## config.mk

```make
export PLATFORM = sky130hd
export DESIGN_NAME = pcg_controller_flat
export DESIGN_NICKNAME = d
export VERILOG_FILES = /design/src/shared/pcg_pkg.sv /design/src/shared/pcg_if.sv /design/src/logic/pcg_controller.sv /design/src/flat_wrapper.sv
export SDC_FILE = /design/constraint.sdc
export NUM_CORES = 1
export LEC_CHECK = 0
export ABC_AREA = 1
export BUFFER_PORTS_ARGS = -buffer_cell sky130_fd_sc_hd__buf_4
export CAP_MARGIN = 10
export CELL_PAD_IN_SITES_DETAIL_PLACEMENT = 1
export CELL_PAD_IN_SITES_GLOBAL_PLACEMENT = 1
export CORE_ASPECT_RATIO = 2
export CORE_UTILIZATION = 40
export DETAILED_ROUTE_END_ITERATION = 8
export HOLD_SLACK_MARGIN = 0.08
export PLACE_DENSITY_LB_ADDON = 0.3
export SETUP_SLACK_MARGIN = 0.4
export SLEW_MARGIN = 40
export SYNTH_ARGS = -nofsm -noshare
export SYNTH_HDL_FRONTEND = slang
export SYNTH_SLANG_ARGS = --single-unit
```

## constraint.sdc

```tcl
create_clock -name mclk -period 3.1 [get_ports mclk]
set_input_delay 0 -clock mclk [delete_from_list [all_inputs] [get_ports mclk]]
set_output_delay 0 -clock mclk [all_outputs]
set_load 0.02 [all_outputs]
```

## src/shared/pcg_pkg.sv

```systemverilog
// package for the peripheral clock gating block: register map, field layout, modes
// assumes a 16-bit register port addressed by word index, one mclk domain
package pcg_pkg;
  localparam int unsigned AW = 8;               // register address width
  localparam int unsigned DW = 16;              // register data width

  // device registers, word index
  localparam logic [7:0] PCG_RATE_OFS   = 8'h0B;   // periph_clock_rate_select
  localparam logic [7:0] PCG_PCE_LO_OFS = 8'h0C;   // periph_clock_enable_low
  localparam logic [7:0] PCG_PCE_HI_OFS = 8'h0D;   // periph_clock_enable_high
  localparam logic [7:0] PCG_SD_LO_OFS  = 8'h0E;   // stop_keep_clock_low
  // controller registers seen by software on the controller's own port
  localparam logic [7:0] PCG_RUN_LO_OFS = 8'h20;   // peripheral run request, low group
  localparam logic [7:0] PCG_RUN_HI_OFS = 8'h21;   // peripheral run request, high group
  localparam logic [7:0] PCG_STOP_OFS   = 8'h22;   // stop request and stop status

  // reset values
  localparam logic [15:0] PCG_RST_VAL   = 16'h0000;

  // writable bit masks; reserved bits store and read as zero
  localparam logic [15:0] PCG_RATE_MASK = 16'h7000;
  localparam logic [15:0] PCG_LO_MASK   = 16'hF455;
  localparam logic [15:0] PCG_HI_MASK   = 16'h100F;

  // rate select bit positions
  localparam int unsigned TIMER_RATE_BIT = 14;   // timer_rate_sel
  localparam int unsigned PWM_RATE_BIT   = 13;   // pulse_mod_rate_sel
  localparam int unsigned TWI_RATE_BIT   = 12;   // two_wire_rate_sel

  // low group clock enable positions
  localparam int unsigned COMPARATOR_B_CLK_EN_BIT  = 15;        // comparator_b_clk_en
  localparam int unsigned COMPARATOR_A_CLK_EN_BIT  = 14;        // comparator_a_clk_en
  localparam int unsigned CONV1_BIT = 13;        // converter_out1_clk_en
  localparam int unsigned CONV0_BIT = 12;        // converter_out0_clk_en
  localparam int unsigned ADC_BIT   = 10;        // analog in clock enable
  localparam int unsigned TWI_BIT   = 6;         // two-wire clock enable
  localparam int unsigned ASER_BIT  = 4;         // async_serial_clk_en
  localparam int unsigned SSER_BIT  = 2;         // sync_serial_clk_en
  localparam int unsigned PWM_BIT   = 0;         // pulse-width clock enable
  // high group clock enable positions
  localparam int unsigned PIT_BIT   = 12;        // interval_timer_clk_en
  localparam logic [15:0] TIMER_CH_MASK = 16'h000F;  // timer_ch3..0_clk_en

  // stop control register fields
  localparam int unsigned STOP_REQ_BIT = 0;      // write 1: enter stop; read: stop status

  // system power mode
  typedef enum logic {
    PCG_RUN  = 1'b0,
    PCG_STOP = 1'b1
  } pcg_mode_t;
endpackage : pcg_pkg

```

## src/shared/pcg_if.sv

```systemverilog
// interface joining the controller end and the clock gating device end
// assumes both ends run on the same mclk; all signals are plain levels or strobes
interface pcg_if;
  import pcg_pkg::*;
  logic            wr;        // register write strobe
  logic [AW-1:0]   wr_addr;   // register write index
  logic [DW-1:0]   wdata;     // register write data
  logic            rd;        // register read strobe
  logic [AW-1:0]   rd_addr;   // register read index
  logic [DW-1:0]   rdata;     // read data, cycle after rd
  logic            stop_req;  // one-cycle request to enter stop
  logic            stop_mode; // system is in stop mode

  modport dev  (input wr, wr_addr, wdata, rd, rd_addr, stop_req, output rdata, stop_mode);
  modport host (output wr, wr_addr, wdata, rd, rd_addr, stop_req, input rdata, stop_mode);
endinterface : pcg_if

```

## src/logic/pcg_controller.sv

```systemverilog
// controller end: software port, peripheral enables, sequenced writes to the device
// assumes the device answers reads one cycle later and takes writes at once
//
// Strobed register access was chosen for this implementation.
module pcg_controller
  import pcg_pkg::*;
(
  input  wire logic          mclk,        // system clock
  input  wire logic          rst_n,       // synchronous reset, active low
  pcg_if.host                bus,         // link to the clock gating device
  input  wire logic [AW-1:0] sw_addr,     // software register index
  input  wire logic [DW-1:0] sw_wdata,    // software write data
  input  wire logic          sw_wr,       // software write strobe
  input  wire logic          sw_rd,       // software read strobe
  output logic      [DW-1:0] sw_rdata,    // software read data, cycle after sw_rd
  output logic      [15:0]   periph_en_lo, // peripheral own enables, low group
  output logic      [15:0]   periph_en_hi  // peripheral own enables, high group
);

  // whole state of the controller end
  typedef struct packed {
    logic [15:0]   rate;      // shadow of device rate register
    logic [15:0]   pce_lo;    // shadow of device enables
    logic [15:0]   pce_hi;
    logic [15:0]   sd_lo;     // shadow of device keep bits
    logic [15:0]   run_lo;    // software run requests
    logic [15:0]   run_hi;
    logic [15:0]   en_lo;     // peripheral enables driven out
    logic [15:0]   en_hi;
    logic          pend_wr;   // write to forward next cycle
    logic [AW-1:0] pend_addr;
    logic [DW-1:0] pend_data;
    logic          pend_stop; // stop request to forward next cycle
    logic          own_rd;    // last read hit a controller register
    logic [DW-1:0] own_rdata;
  } pcg_host_t;

  pcg_host_t state_reg;       // current state
  pcg_host_t state_next;      // next state

  // next-state logic
  always_comb begin
    logic [15:0] quiet_lo;    // enables to drop before the device change
    logic [15:0] quiet_hi;
    logic [15:0] keep_lo;     // enables allowed by the power mode
    logic [15:0] keep_hi;
    logic [15:0] wmask;       // write data with reserved bits cleared
    quiet_lo             = 16'h0000;
    quiet_hi             = 16'h0000;
    keep_lo              = 16'hFFFF;
    keep_hi              = 16'hFFFF;
    wmask                = 16'h0000;
    state_next           = state_reg;
    state_next.pend_wr   = 1'b0;
    state_next.pend_stop = 1'b0;
    state_next.own_rd    = 1'b0;
    if (sw_wr) begin
      state_next.pend_addr = sw_addr;
      unique case (sw_addr)
        PCG_RATE_OFS: begin
          wmask = sw_wdata & PCG_RATE_MASK;
          // quiet every peripheral whose rate changes
          if (wmask[TIMER_RATE_BIT] != state_reg.rate[TIMER_RATE_BIT]) begin
            quiet_hi = TIMER_CH_MASK;
          end
          quiet_lo[PWM_BIT] = wmask[PWM_RATE_BIT] ^ state_reg.rate[PWM_RATE_BIT];
          quiet_lo[TWI_BIT] = wmask[TWI_RATE_BIT] ^ state_reg.rate[TWI_RATE_BIT];
          state_next.rate    = wmask;
          state_next.pend_wr = 1'b1;
        end
        PCG_PCE_LO_OFS: begin
          wmask               = sw_wdata & PCG_LO_MASK;
          quiet_lo            = state_reg.pce_lo & ~wmask;
          state_next.pce_lo   = wmask;
          state_next.pend_wr  = 1'b1;
        end
        PCG_PCE_HI_OFS: begin
          wmask               = sw_wdata & PCG_HI_MASK;
          quiet_hi            = state_reg.pce_hi & ~wmask;
          state_next.pce_hi   = wmask;
          state_next.pend_wr  = 1'b1;
        end
        PCG_SD_LO_OFS: begin
          wmask               = sw_wdata & PCG_LO_MASK;
          // dropping a keep bit while stopped stops that clock
          if (bus.stop_mode) begin
            quiet_lo = state_reg.sd_lo & ~wmask;
          end
          state_next.sd_lo    = wmask;
          state_next.pend_wr  = 1'b1;
        end
        PCG_RUN_LO_OFS: state_next.run_lo = sw_wdata & PCG_LO_MASK;
        PCG_RUN_HI_OFS: state_next.run_hi = sw_wdata & PCG_HI_MASK;
        PCG_STOP_OFS: begin
          // quiet everything not kept, then ask for stop
          if (sw_wdata[STOP_REQ_BIT] && !bus.stop_mode) begin
            quiet_lo             = ~(state_reg.pce_lo & state_reg.sd_lo);
            quiet_hi             = 16'hFFFF;
            state_next.pend_stop = 1'b1;
          end
        end
        default: ;                        // unmapped: ignored
      endcase
      state_next.pend_data = wmask;
    end
    // controller registers answer reads here; device registers answer on the link
    if (sw_rd) begin
      unique case (sw_addr)
        PCG_RUN_LO_OFS: begin
          state_next.own_rd    = 1'b1;
          state_next.own_rdata = state_reg.run_lo;
        end
        PCG_RUN_HI_OFS: begin
          state_next.own_rd    = 1'b1;
          state_next.own_rdata = state_reg.run_hi;
        end
        PCG_STOP_OFS: begin
          state_next.own_rd    = 1'b1;
          state_next.own_rdata = {15'h0000, bus.stop_mode};
        end
        default: ;                        // forwarded to the device
      endcase
    end
    // in stop, or about to enter it, only kept peripherals may run
    if (bus.stop_mode || state_reg.pend_stop) begin
      keep_lo = state_reg.pce_lo & state_reg.sd_lo;
      keep_hi = 16'h0000;
    end
    // a peripheral runs only while its clock is on; quiet bits fall first
    state_next.en_lo = state_reg.run_lo & state_reg.pce_lo & keep_lo & ~quiet_lo;
    state_next.en_hi = state_reg.run_hi & state_reg.pce_hi & keep_hi & ~quiet_hi;
  end

  // state register
  always_ff @(posedge mclk) begin
    if (!rst_n) begin
      state_reg.rate      <= PCG_RST_VAL;
      state_reg.pce_lo    <= PCG_RST_VAL;
      state_reg.pce_hi    <= PCG_RST_VAL;
      state_reg.sd_lo     <= PCG_RST_VAL;
      state_reg.run_lo    <= PCG_RST_VAL;
      state_reg.run_hi    <= PCG_RST_VAL;
      state_reg.en_lo     <= PCG_RST_VAL;
      state_reg.en_hi     <= PCG_RST_VAL;
      state_reg.pend_wr   <= 1'b0;
      state_reg.pend_addr <= 8'h00;
      state_reg.pend_data <= PCG_RST_VAL;
      state_reg.pend_stop <= 1'b0;
      state_reg.own_rd    <= 1'b0;
      state_reg.own_rdata <= PCG_RST_VAL;
    end else begin
      state_reg <= state_next;
    end
  end

  // link outputs: writes one cycle late, reads passed straight through
  assign bus.wr       = state_reg.pend_wr;
  assign bus.wr_addr  = state_reg.pend_addr;
  assign bus.wdata    = state_reg.pend_data;
  assign bus.rd       = sw_rd;
  assign bus.rd_addr  = sw_addr;
  assign bus.stop_req = state_reg.pend_stop;
  assign sw_rdata     = state_reg.own_rd ? state_reg.own_rdata : bus.rdata;
  assign periph_en_lo = state_reg.en_lo;
  assign periph_en_hi = state_reg.en_hi;

endmodule // pcg_controller

```

## src/flat_wrapper.sv

```systemverilog
// flat-port wrapper written by rule: the top's interface ports become plain ports
module pcg_controller_flat import pcg_pkg::*;
  (mclk, rst_n, sw_addr, sw_wdata, sw_wr, sw_rd, sw_rdata, periph_en_lo, periph_en_hi, bus_wr, bus_wr_addr, bus_wdata, bus_rd, bus_rd_addr, bus_stop_req, bus_rdata, bus_stop_mode);
  pcg_if bus_i ();
  input  wire logic mclk;
  input  wire logic rst_n;
  input  wire logic [AW-1:0] sw_addr;
  input  wire logic [DW-1:0] sw_wdata;
  input  wire logic sw_wr;
  input  wire logic sw_rd;
  output logic      [DW-1:0] sw_rdata;
  output logic      [15:0] periph_en_lo;
  output logic      [15:0] periph_en_hi;
  output wire logic [$bits(bus_i.wr)-1:0] bus_wr;
  output wire logic [$bits(bus_i.wr_addr)-1:0] bus_wr_addr;
  output wire logic [$bits(bus_i.wdata)-1:0] bus_wdata;
  output wire logic [$bits(bus_i.rd)-1:0] bus_rd;
  output wire logic [$bits(bus_i.rd_addr)-1:0] bus_rd_addr;
  output wire logic [$bits(bus_i.stop_req)-1:0] bus_stop_req;
  input wire logic [$bits(bus_i.rdata)-1:0] bus_rdata;
  input wire logic [$bits(bus_i.stop_mode)-1:0] bus_stop_mode;
  assign bus_wr = bus_i.wr;
  assign bus_wr_addr = bus_i.wr_addr;
  assign bus_wdata = bus_i.wdata;
  assign bus_rd = bus_i.rd;
  assign bus_rd_addr = bus_i.rd_addr;
  assign bus_stop_req = bus_i.stop_req;
  assign bus_i.rdata = bus_rdata;
  assign bus_i.stop_mode = bus_stop_mode;
  pcg_controller u_core (.mclk(mclk), .rst_n(rst_n), .bus(bus_i), .sw_addr(sw_addr), .sw_wdata(sw_wdata), .sw_wr(sw_wr), .sw_rd(sw_rd), .sw_rdata(sw_rdata), .periph_en_lo(periph_en_lo), .periph_en_hi(periph_en_hi));
endmodule
```

==> results of run 1 <==
cells by family (layout without fill, tap and decap cells):
family,after synthesis,count (layout),synth area share [%]
muxes,10,10,2.432
AOI/OAI and AO/OA,107,107,12.70
xor gates and xnor gates,2,2,0.3783
buffers and inverters,139,187,17.59
DFF,87,87,37.61
and+or+nand+nor,289,289,29.21
other,1,23,0.08098
synth_stat cells, types with 3 or more instances:
library cell and n:
nand2_2 7, nand2_1 128, nand4_1 13, dfxtp_1 87, o31ai_1 3, buf_2 9, nand3b_1 8, inv_1 38
nor2_1 56, nor2_2 5, o21ai_1 4, inv_2 10, nor2_4 8, a21oi_1 57, nand3_1 58, mux2_2 10
buf_6 3, buf_4 69, buf_1 3, o21ai_0 34, clkbuf_1 6, o2111ai_1 3
per-layer routing:
metal  vias up  part of all wire [%]  GRT usage [%]
li1       2124                     -              -
met3        39                   3.7          3.620
met4         0                   4.4          13.32
met2       143                    56          47.62
met5         -                     0              0
met1      2145                    35          24.76
placed cells by master (no fill, tap or decap), drive strengths merged:
cell type,instances
a211oi,2
a21oi,59
buf,102
bufinv,2
clkbuf,12
clkinv,2
clkinvlp,1
conb,23
dfxtp,87
dlygate4sd3,20
inv,48
mux2,10
nand2,135
nand3,59
nand3b,8
nand4,15
nor2,70
nor3,2
o2111ai,3
o211ai,1
o21ai,39
o31ai,3
xor2,2
metrics by stage:
step	utilization, %	hold WS, ns
after CTS	49.35	0.1125
after floorplan	-	0.1126
final	49.37	0.1191
after global routing	49.37	0.1395
after detailed placement	44.53	0.2202
after global placement	44.53	0.2203
layout make-up:
| cell class | instances | area [um^2] | area share [%] |
|---|---|---|---|
| Multi-Input combinational cell | 431 | 2160 | 38.76 |
| Sequential cell | 87 | 1742 | 31.26 |
| Inverter | 49 | 183.9 | 3.301 |
| Timing Repair Buffer | 122 | 965.9 | 17.34 |
| Clock buffer | 12 | 266.5 | 4.783 |
| Clock inverter | 4 | 76.32 | 1.370 |
| Tap cell | 142 | 177.7 | 3.189 |
repair_timing:
item                                   4_1_cts  5_1_grt
resized for setup                            0        0
hold buffers                                20        0
setup endpoints to repair                    0        0
endpoints found under the hold margin       38        0
power by group through the flow:
stage	clock network [mW]	logic [mW]	registers [mW]
after floorplan	0	0.195	1.16
after global placement	0	0.270	1.16
after detailed placement	0	0.277	1.16
after CTS	1.24	0.298	1.13
after global routing	1.30	0.319	1.13
final	1.23	0.299	1.13
worst max-delay path by stage:
| stage | start | end | slack (ns) | cells past startpoint |
|---|---|---|---|---|
| 6_report | sw_addr[7] | u_core.state_reg[13] | 1.22 | 10 |
| 5_1_grt | sw_addr[7] | u_core.state_reg[13] | 1.0 | 10 |
| 4_1_cts | sw_addr[4] | u_core.state_reg[13] | 1.17 | 10 |
| 3_5_place_dp | rst_n | u_core.bus.wdata[2] | 1.22 | 6 |
| 3_3_place_gp | rst_n | u_core.bus.wdata[15] | 1.30 | 6 |
| 2_1_floorplan | u_core.state_reg[16] | sw_rdata[0] | 1.90 | 4 |
==> qor.yml, run 1 <==
power.total_mw: 2.665
finalWirelength_mm: 14.51
crit_top_cell: "nand2_1"
end_kind: "register"
area_delta_synth_final_pct: 20.32
grt_use_total_pct: 24.81
die_w_um: 78.08
grt-ovfl-total: 0
rsz0062_at_grt: "false"
pwr-share-clk_pct: 46.3
synth.area.top_cells: "dfxtp_1, buf_4, nand2_1"
cts_inserted_buffers: 9
gp_congestion: 0.8761
vias_per_cell: 5.255
whs_path_depth: 2
nets: 745
grt_pass1_vias: 4544
vias: 4451
wl_per_cell_um: 17.13
grt_first_pass_wirelength_mm: 23.05
drt_iter0_markers: 164
rows: 55
design_area_um2: 5572
syn-instance-count: 635
synth_top_flop_cell: "dfxtp_1"
slew_headroom_pct: 58.23
status: "completed"
ys_types: 33
worst-slew-pin-transition_ns: 0.6257
min-delay-start: "sw_wr"
slowest_delay_ns: 0.54
switching_share_pct: 24.69
drc: 0
peakVddDrop_mv: 0.2678
fmax_ghz: 0.5315
start_kind: "input pin"
hold_path.class: "in -> reg"
worstPathArrival_ns: 2.12
min_to: "u_core.bus.wdata[14]"
skew_ns: 0.005995
dpl.hpwl_mm: 10.23
finalWorstSetupSlack_ns: 1.219
r2r_cells: 5
synth_top_area_share_pct: 37.61
power_frac_comb_pct: 11.2
cts_setup_buffers: 0
tritoncts: "yes"
design.core.area_um2: 11290
finalMaxSlewViolations: 0
avgSynthCellArea_um2: 7.292
die_h_um: 154.2
largest_register_ffs: 52
nFillCells: 1486
fin_cells: 847
crit_slowest_cell: "dlygate4sd3_1"
ys_ff_latch: 87
fin_crit_ns: 1.881
port_buffers: 99
power_leakage_nw: 2.514
cp_top_family: "simple AND/OR/NAND/NOR gates"
cts_sinks: 87
cts.clk_slew.worst_paths_ns: 0.06
layout-drive-gt1-share_pct: 23.97
synth_seq_area_share_pct: 37.61
crit_chain: "dlygate4sd3_1 -> buf_4 -> inv_1 -> nand2_1 -> nor2_4 -> o211ai_2 -> nor2_4 -> nand2_1 -> nand2_1 -> nor2_1"
diodes: 0
path_buf_inv: 3
p_sw_uw: 658.0
clk_latency_ns: 0.34
grt_max_degree: 57
htreeDepth: 3
pin_count: 128
syn-cell-area_um2: 4631
power.internal_mw: 2.007
finalHoldViolCount: 0
worst_ep_required_time_ns: 3.34
yosys.area.top_type: "dfxtp_1"
synthArstFlopShare_pct: 0
finalSetupTns_ns: 0
finalSetupViolations: 0
p_per_area_nw_per_um2: 478.3
initial_core_util_pct: 41.03
synth_edf_count: 0
placed_cell_area_um2: 5026
r2r_slack_ns: 1.59
maxCapViolCount: 0
pre_cts_ws_ns: 1.216
worstSetupPathType: "in -> reg"
clockBufferDepth: 2
critPathMaxFanout: 21
antenna_found_initial: 0
final_antenna_net_count: 0
yosysWarnings: 0
rr_startpoint: "u_core.bus.stop_req"
min_period_over_period_pct: 60.69
die_area_um2: 12040
cts-root-buf: "clkbuf_16"
share_seq_of_total_power_pct: 42.5
dp_cells: 811
worstReg2RegEnd: "u_core.periph_en_lo[0]"
dr.pass1.iters: 4
Power figures use the tool's default switching activity.
==> run 2, diff against run 1 <==
- ABC_AREA: 1 -> 0
- CORE_UTILIZATION: 40 -> 35
- clock period: 3.1 -> 1.6 ns (I/O delays scaled with it)
==> qor.yml, run 2 <==
power.total_mw: 5.157
crit_slowest_cell: "dfxtp_4"
htreeDepth: 3
slowest_delay_ns: 0.37
final_antenna_net_count: 0
synthArstFlopShare_pct: 0
synth-compound-area-share_pct: 14.66
area_delta_synth_final_pct: 30.96
synthMuxAreaShare_pct: 6.284
power_leakage_nw: 2.314
min_period_over_period_pct: 80.86
finalWorstSetupSlack_ns: 0.3062
initial_core_util_pct: 35.96
rsz0062_at_grt: "true"
cp-startpoint: "u_core.state_reg[16]"
final_common_cell: "buf_4"
synth_fa_ha_area_share_pct: 0
worstPathArrival_ns: 1.29
path_buf_inv: 2
avgSynthCellArea_um2: 8.917
cp_top_family: "flip-flops"
design.core.area_um2: 12120
synth_edf_count: 0
worstSetupPathType: "reg -> out"
skew_ns: 0.007017
status: "completed"
worstReg2RegEnd: "u_core.periph_en_lo[10]"
final_cell_mix: "buf_4, dfxtp_1, nand3_1"
ys_ff_latch: 87
yosysMostFrequentCell: "dfxtp_1"
end_kind: "output pin"
pre_cts_ws_ns: -0.02487
synthSimpleGateAreaFrac_pct: 22.50
fin_crit_ns: 1.294
dr.pass1.iters: 5
gp_congestion: 0.8047
antenna_found_initial: 0
hold_path.class: "in -> reg"
vias: 3692
cp_num_cells: 3
grt_first_pass_wirelength_mm: 19.55
crit_path_end: "sw_rdata[14]"
synth_seq_area_share_pct: 39.94
synth_top_area_share_pct: 39.94
vias_per_cell: 5.149
seq_area_um2: 1747
cts.clk_slew.worst_paths_ns: 0.07
r2r_slack_ns: 0.32
fmax_ghz: 0.7729
finalHoldViolCount: 0
grt-ovfl-total: 0
worst_ep_required_time_ns: 1.60
rr_startpoint: "u_core.bus.stop_req"
pin_count: 128
wl_per_cell_um: 17.27
yosysWarnings: 0
die_area_um2: 12940
die_w_um: 80.93
ys_top_cells_by_count: "dfxtp_1, buf_4, nand3_1"
nFillCells: 1435
grt_pass1_vias: 3837
syn-cell-area_um2: 4360
port_buffers: 99
diodes: 0
layout-drive-gt1-share_pct: 31.05
maxCapViolCount: 0
synthXorXnorAreaFrac_pct: 0.8034
drc: 0
synth_top_family_by_area: "simple AND/OR/NAND/NOR gates"
cts_sinks: 87
peakVddDrop_mv: 0.5449
clk_latency_ns: 0.34
start_kind: "register"
rows: 57
tritoncts: "yes"
yosys.area.top_type: "dfxtp_1"
ys_types: 51
die_h_um: 159.9
finalWirelength_mm: 12.38
syn-instance-count: 489
r2r_cells: 5
p_per_area_nw_per_um2: 903.1
nets: 610
crit_chain: "buf_8 -> mux2_4 -> buf_6"
grt_use_total_pct: 20.03
dpl.hpwl_mm: 8.930
critPathMaxFanout: 7
finalSetupViolations: 0
synth.area.top_cells: "dfxtp_1, buf_4, nand3_1"
largest_register_ffs: 52
grt_max_degree: 36
clockBufferDepth: 2
finalSetupTns_ns: 0
cts_inserted_buffers: 9
synth_top_flop_cell: "dfxtp_1"
cts-root-buf: "clkbuf_16"
drt_iter0_markers: 111
finalMaxSlewViolations: 0
multi_input_area_um2: 2183
[run 2: cell count changes in the layout (fill, tap and decap cells not counted), sizes merged, moves of 6 or more]
cell    change
nand2     -111
nor2       -58
a21oi      -45
inv        -38
nor2b      +36
buf        +19
mux2i      +15
nand3      -14
nand3b      -7
a21boi      +6
a32o        +6
and2        +6
nand2b      +6
[run 2: repair_timing]
item,in CTS,in global routing
resized for setup,38,17
setup endpoints to repair,32,42
setup buffers,5,0
endpoints found under the hold margin,56,0
hold buffers,20,0
pin swaps,8,1
[run 2: layer usage]
metal	vias up	part of all wire [%]	GRT usage, %
li1	1791	-	-
met1	1790	37	20.43
met2	93	57	38.24
met3	18	3.1	3.029
met4	0	2.4	8.523
met5	-	0	0
[run 2: worst min-delay path by stage]
| stage | startpoint | to | slack [ns] | cells after the start |
|---|---|---|---|---|
| after global placement | sw_rd | bus_rd | 0.24 | 2 |
| after global routing | sw_addr[1] | u_core.periph_en_lo[0] | 0.12 | 3 |
| after detailed placement | sw_rd | bus_rd | 0.24 | 2 |
| after floorplan | sw_rd | bus_rd | 0.11 | 1 |
| final | sw_wr | u_core.bus.wr_addr[3] | 0.1 | 3 |
| after CTS | sw_wr | u_core.bus.wr_addr[2] | 0.1 | 3 |
[run 2: worst reg2reg max path, delay by kind of cell (launching register included)]
family	cells	cell delay [ns]
AOI/OAI and AO/OA	2	0.39
buffers and inverters	1	0.17
DFF	1	0.32
and+or+nand+nor	2	0.34
[run 2: report_power, final]
part | switching, mW | total (mW) | internal (mW) | leakage, nW
sequential | 0.00788 | 2.19 | 2.18 | 0.703
combinational | 0.354 | 0.628 | 0.274 | 1.45
clock | 0.883 | 2.34 | 1.46 | 0.159
[run 2: kinds of logic after synthesis]
family | count (synthesis)
flip-flops | 87
multiplexers | 26
XOR/XNOR | 4
AND/OR/NAND/NOR | 166
other | 1
AO/OA/AOI/OAI | 97
buffers and inverters | 108
[run 2: area by class of cell]
class	count	area share, %
timing repair buffer	141	21.47
sequential	87	30.59
tap	147	3.221
multi-input combinational	316	38.23
clock inverter	4	1.337
clock buffer	12	4.492
inverter	10	0.6573
[run 2: stage by stage]
| stage | util (%) | cells | hold slack [ns] | instance area, um^2 |
|---|---|---|---|---|
| after floorplan | - | 511 | 0.1126 | 4468 |
| after global placement | 40.27 | 676 | 0.2389 | 4882 |
| after detailed placement | 40.27 | 676 | 0.2415 | 4882 |
| after CTS | 46.49 | 717 | 0.09715 | 5637 |
| after global routing | 47.10 | 717 | 0.1223 | 5710 |
| final | 47.10 | 717 | 0.09782 | 5710 |
==> run 3, diff against run 2 <==
- CORE_UTILIZATION: 35 -> 38
- clock period: 1.6 -> 1.25 ns (I/O delays scaled with it)
==> qor.yml, run 3 (same netlist as run 2, synthesis figures left out) <==
grt_pass1_vias: 4575
fmax_ghz: 0.7344
worstSetupPathType: "reg -> reg"
layout-drive-gt1-share_pct: 51.99
final_antenna_net_count: 0
cts_inserted_buffers: 9
area_delta_synth_final_pct: 56.30
rsz0062_at_grt: "true"
p_sw_mw: 1.668
min_period_over_period_pct: 108.9
die_h_um: 153.5
grt_max_degree: 34
start_kind: "register"
finalWirelength_mm: 16.62
vias_per_cell: 5.454
holdWs_ns: 0.09474
drt_iter0_markers: 160
nFillCells: 1198
cts.clk_slew.worst_paths_ns: 0.06
cts_sinks: 87
skew_ns: 0.003991
peakVddDrop_mv: 0.6938
maxCapViolCount: 0
die_w_um: 77.75
hold_path.class: "in -> reg"
finalMaxSlewViolations: 0
critPathMaxFanout: 4
wl_per_cell_um: 21.56
htreeDepth: 3
initial_core_util_pct: 38.87
crit_slowest_cell: "dfxtp_4"
multi_input_area_um2: 2610
final_cell_mix: "buf_4, dfxtp_1, buf_6"
worstPathArrival_ns: 1.63
port_buffers: 99
share_seq_of_total_power_pct: 43.1
switching_share_pct: 25.71
cts-root-buf: "clkbuf_16"
largest_register_ffs: 52
end_kind: "register"
crit_chain: "or2_4 -> a41oi_4 -> buf_6 -> o2111ai_4 -> nor2_1"
grt_use_total_pct: 26.95
slowest_delay_ns: 0.36
status: "finished, violations left"
power_leakage_nw: 2.767
finalHoldViolCount: 0
grt_first_pass_wirelength_mm: 24.37
placed_cell_area_um2: 5264
die_area_um2: 11930
fin_util_pct: 60.76
dr.pass1.iters: 4
antenna_found_initial: 0
vias: 4205
gp_congestion: 0.8217
rows: 55
worst_ep_required_time_ns: 1.52
pwr-share-clk_pct: 41.2
power.internal_mw: 4.820
finalSetupViolations: 17
grt-ovfl-total: 0
nets: 671
seq_area_um2: 1772
finalWorstSetupSlack_ns: -0.1117
pin_count: 128
failed_checks: "setup timing"
final_common_cell: "buf_4"
dpl.hpwl_mm: 9.636
design_area_um2: 6815
drc: 0
clk_latency_ns: 0.34
clockBufferDepth: 2
fin_crit_ns: 1.362
design.core.area_um2: 11220
power.total_mw: 6.488
power_frac_comb_pct: 15.7
tritoncts: "yes"
diodes: 0
p_per_area_nw_per_um2: 952.0
## run 3: power by group through the flow
stage / sequential (mW) / clock (mW) / combinational, mW
6_report: 2.80 / 2.67 / 1.02
4_1_cts: 2.80 / 2.70 / 0.957
3_5_place_dp: 2.86 / 0 / 0.767
2_1_floorplan: 2.86 / 0 / 0.498
5_1_grt: 2.80 / 2.82 / 1.06
3_3_place_gp: 2.86 / 0 / 0.753
## run 3: timing repair
action	4_1_cts	5_1_grt
hold endpoints to repair	58	0
buffers inserted	20	6
pin swaps	32	28
gates resized for setup	132	72
cloned	4	1
setup endpoints to repair	84	107
hold buffers	21	0
## run 3: final cells by class
type	instances	share of cell area [%]
Clock buffer	10	3.507
Clock inverter	4	0.6976
Inverter	10	0.5508
Multi-Input combinational cell	316	38.30
Sequential cell	87	26.00
Tap cell	142	2.607
Timing Repair Buffer	202	28.35
## run 3: final timing paths
check	slack, ns	startpoint	depth (start not counted)	endpoint
worst max register to register	-0.11	u_core.bus.stop_req	5	u_core.periph_en_lo[10]
worst min-delay path	0.09	sw_wdata[0]	3	u_core.periph_en_hi[0]
worst min register to register	0.46	u_core.state_reg[126]	2	u_core.periph_en_hi[3]
worst max-delay path	-0.11	u_core.bus.stop_req	5	u_core.periph_en_lo[10]
## run 3: worst max-delay path, delay by kind of cell, from the launching register on
family | cells | cell delay (ns)
buffers and inverters | 1 | 0.18
AOI/OAI and AO/OA | 2 | 0.35
DFF | 1 | 0.36
and+or+nand+nor | 2 | 0.40
## run 3: layer usage
metal | global-route usage, % | share of wire [%] | vias to the layer above
met5 | 0 | 0 | -
li1 | - | - | 1910
met3 | 4.451 | 3.9 | 51
met1 | 26.31 | 35 | 2085
met4 | 16.26 | 5.2 | 0
met2 | 51.29 | 55 | 159
## run 3: metrics by stage
| stage | TNS, ns | setup slack (ns) | std cells |
|---|---|---|---|
| floorplan | 0 | 0.03417 | 511 |
| global placement | -3.982 | -0.1553 | 706 |
| detailed placement | -5.451 | -0.1975 | 706 |
| CTS | -0.9329 | -0.08741 | 765 |
| global route | -1.816 | -0.1615 | 771 |
| finish | -1.182 | -0.1117 | 771 |
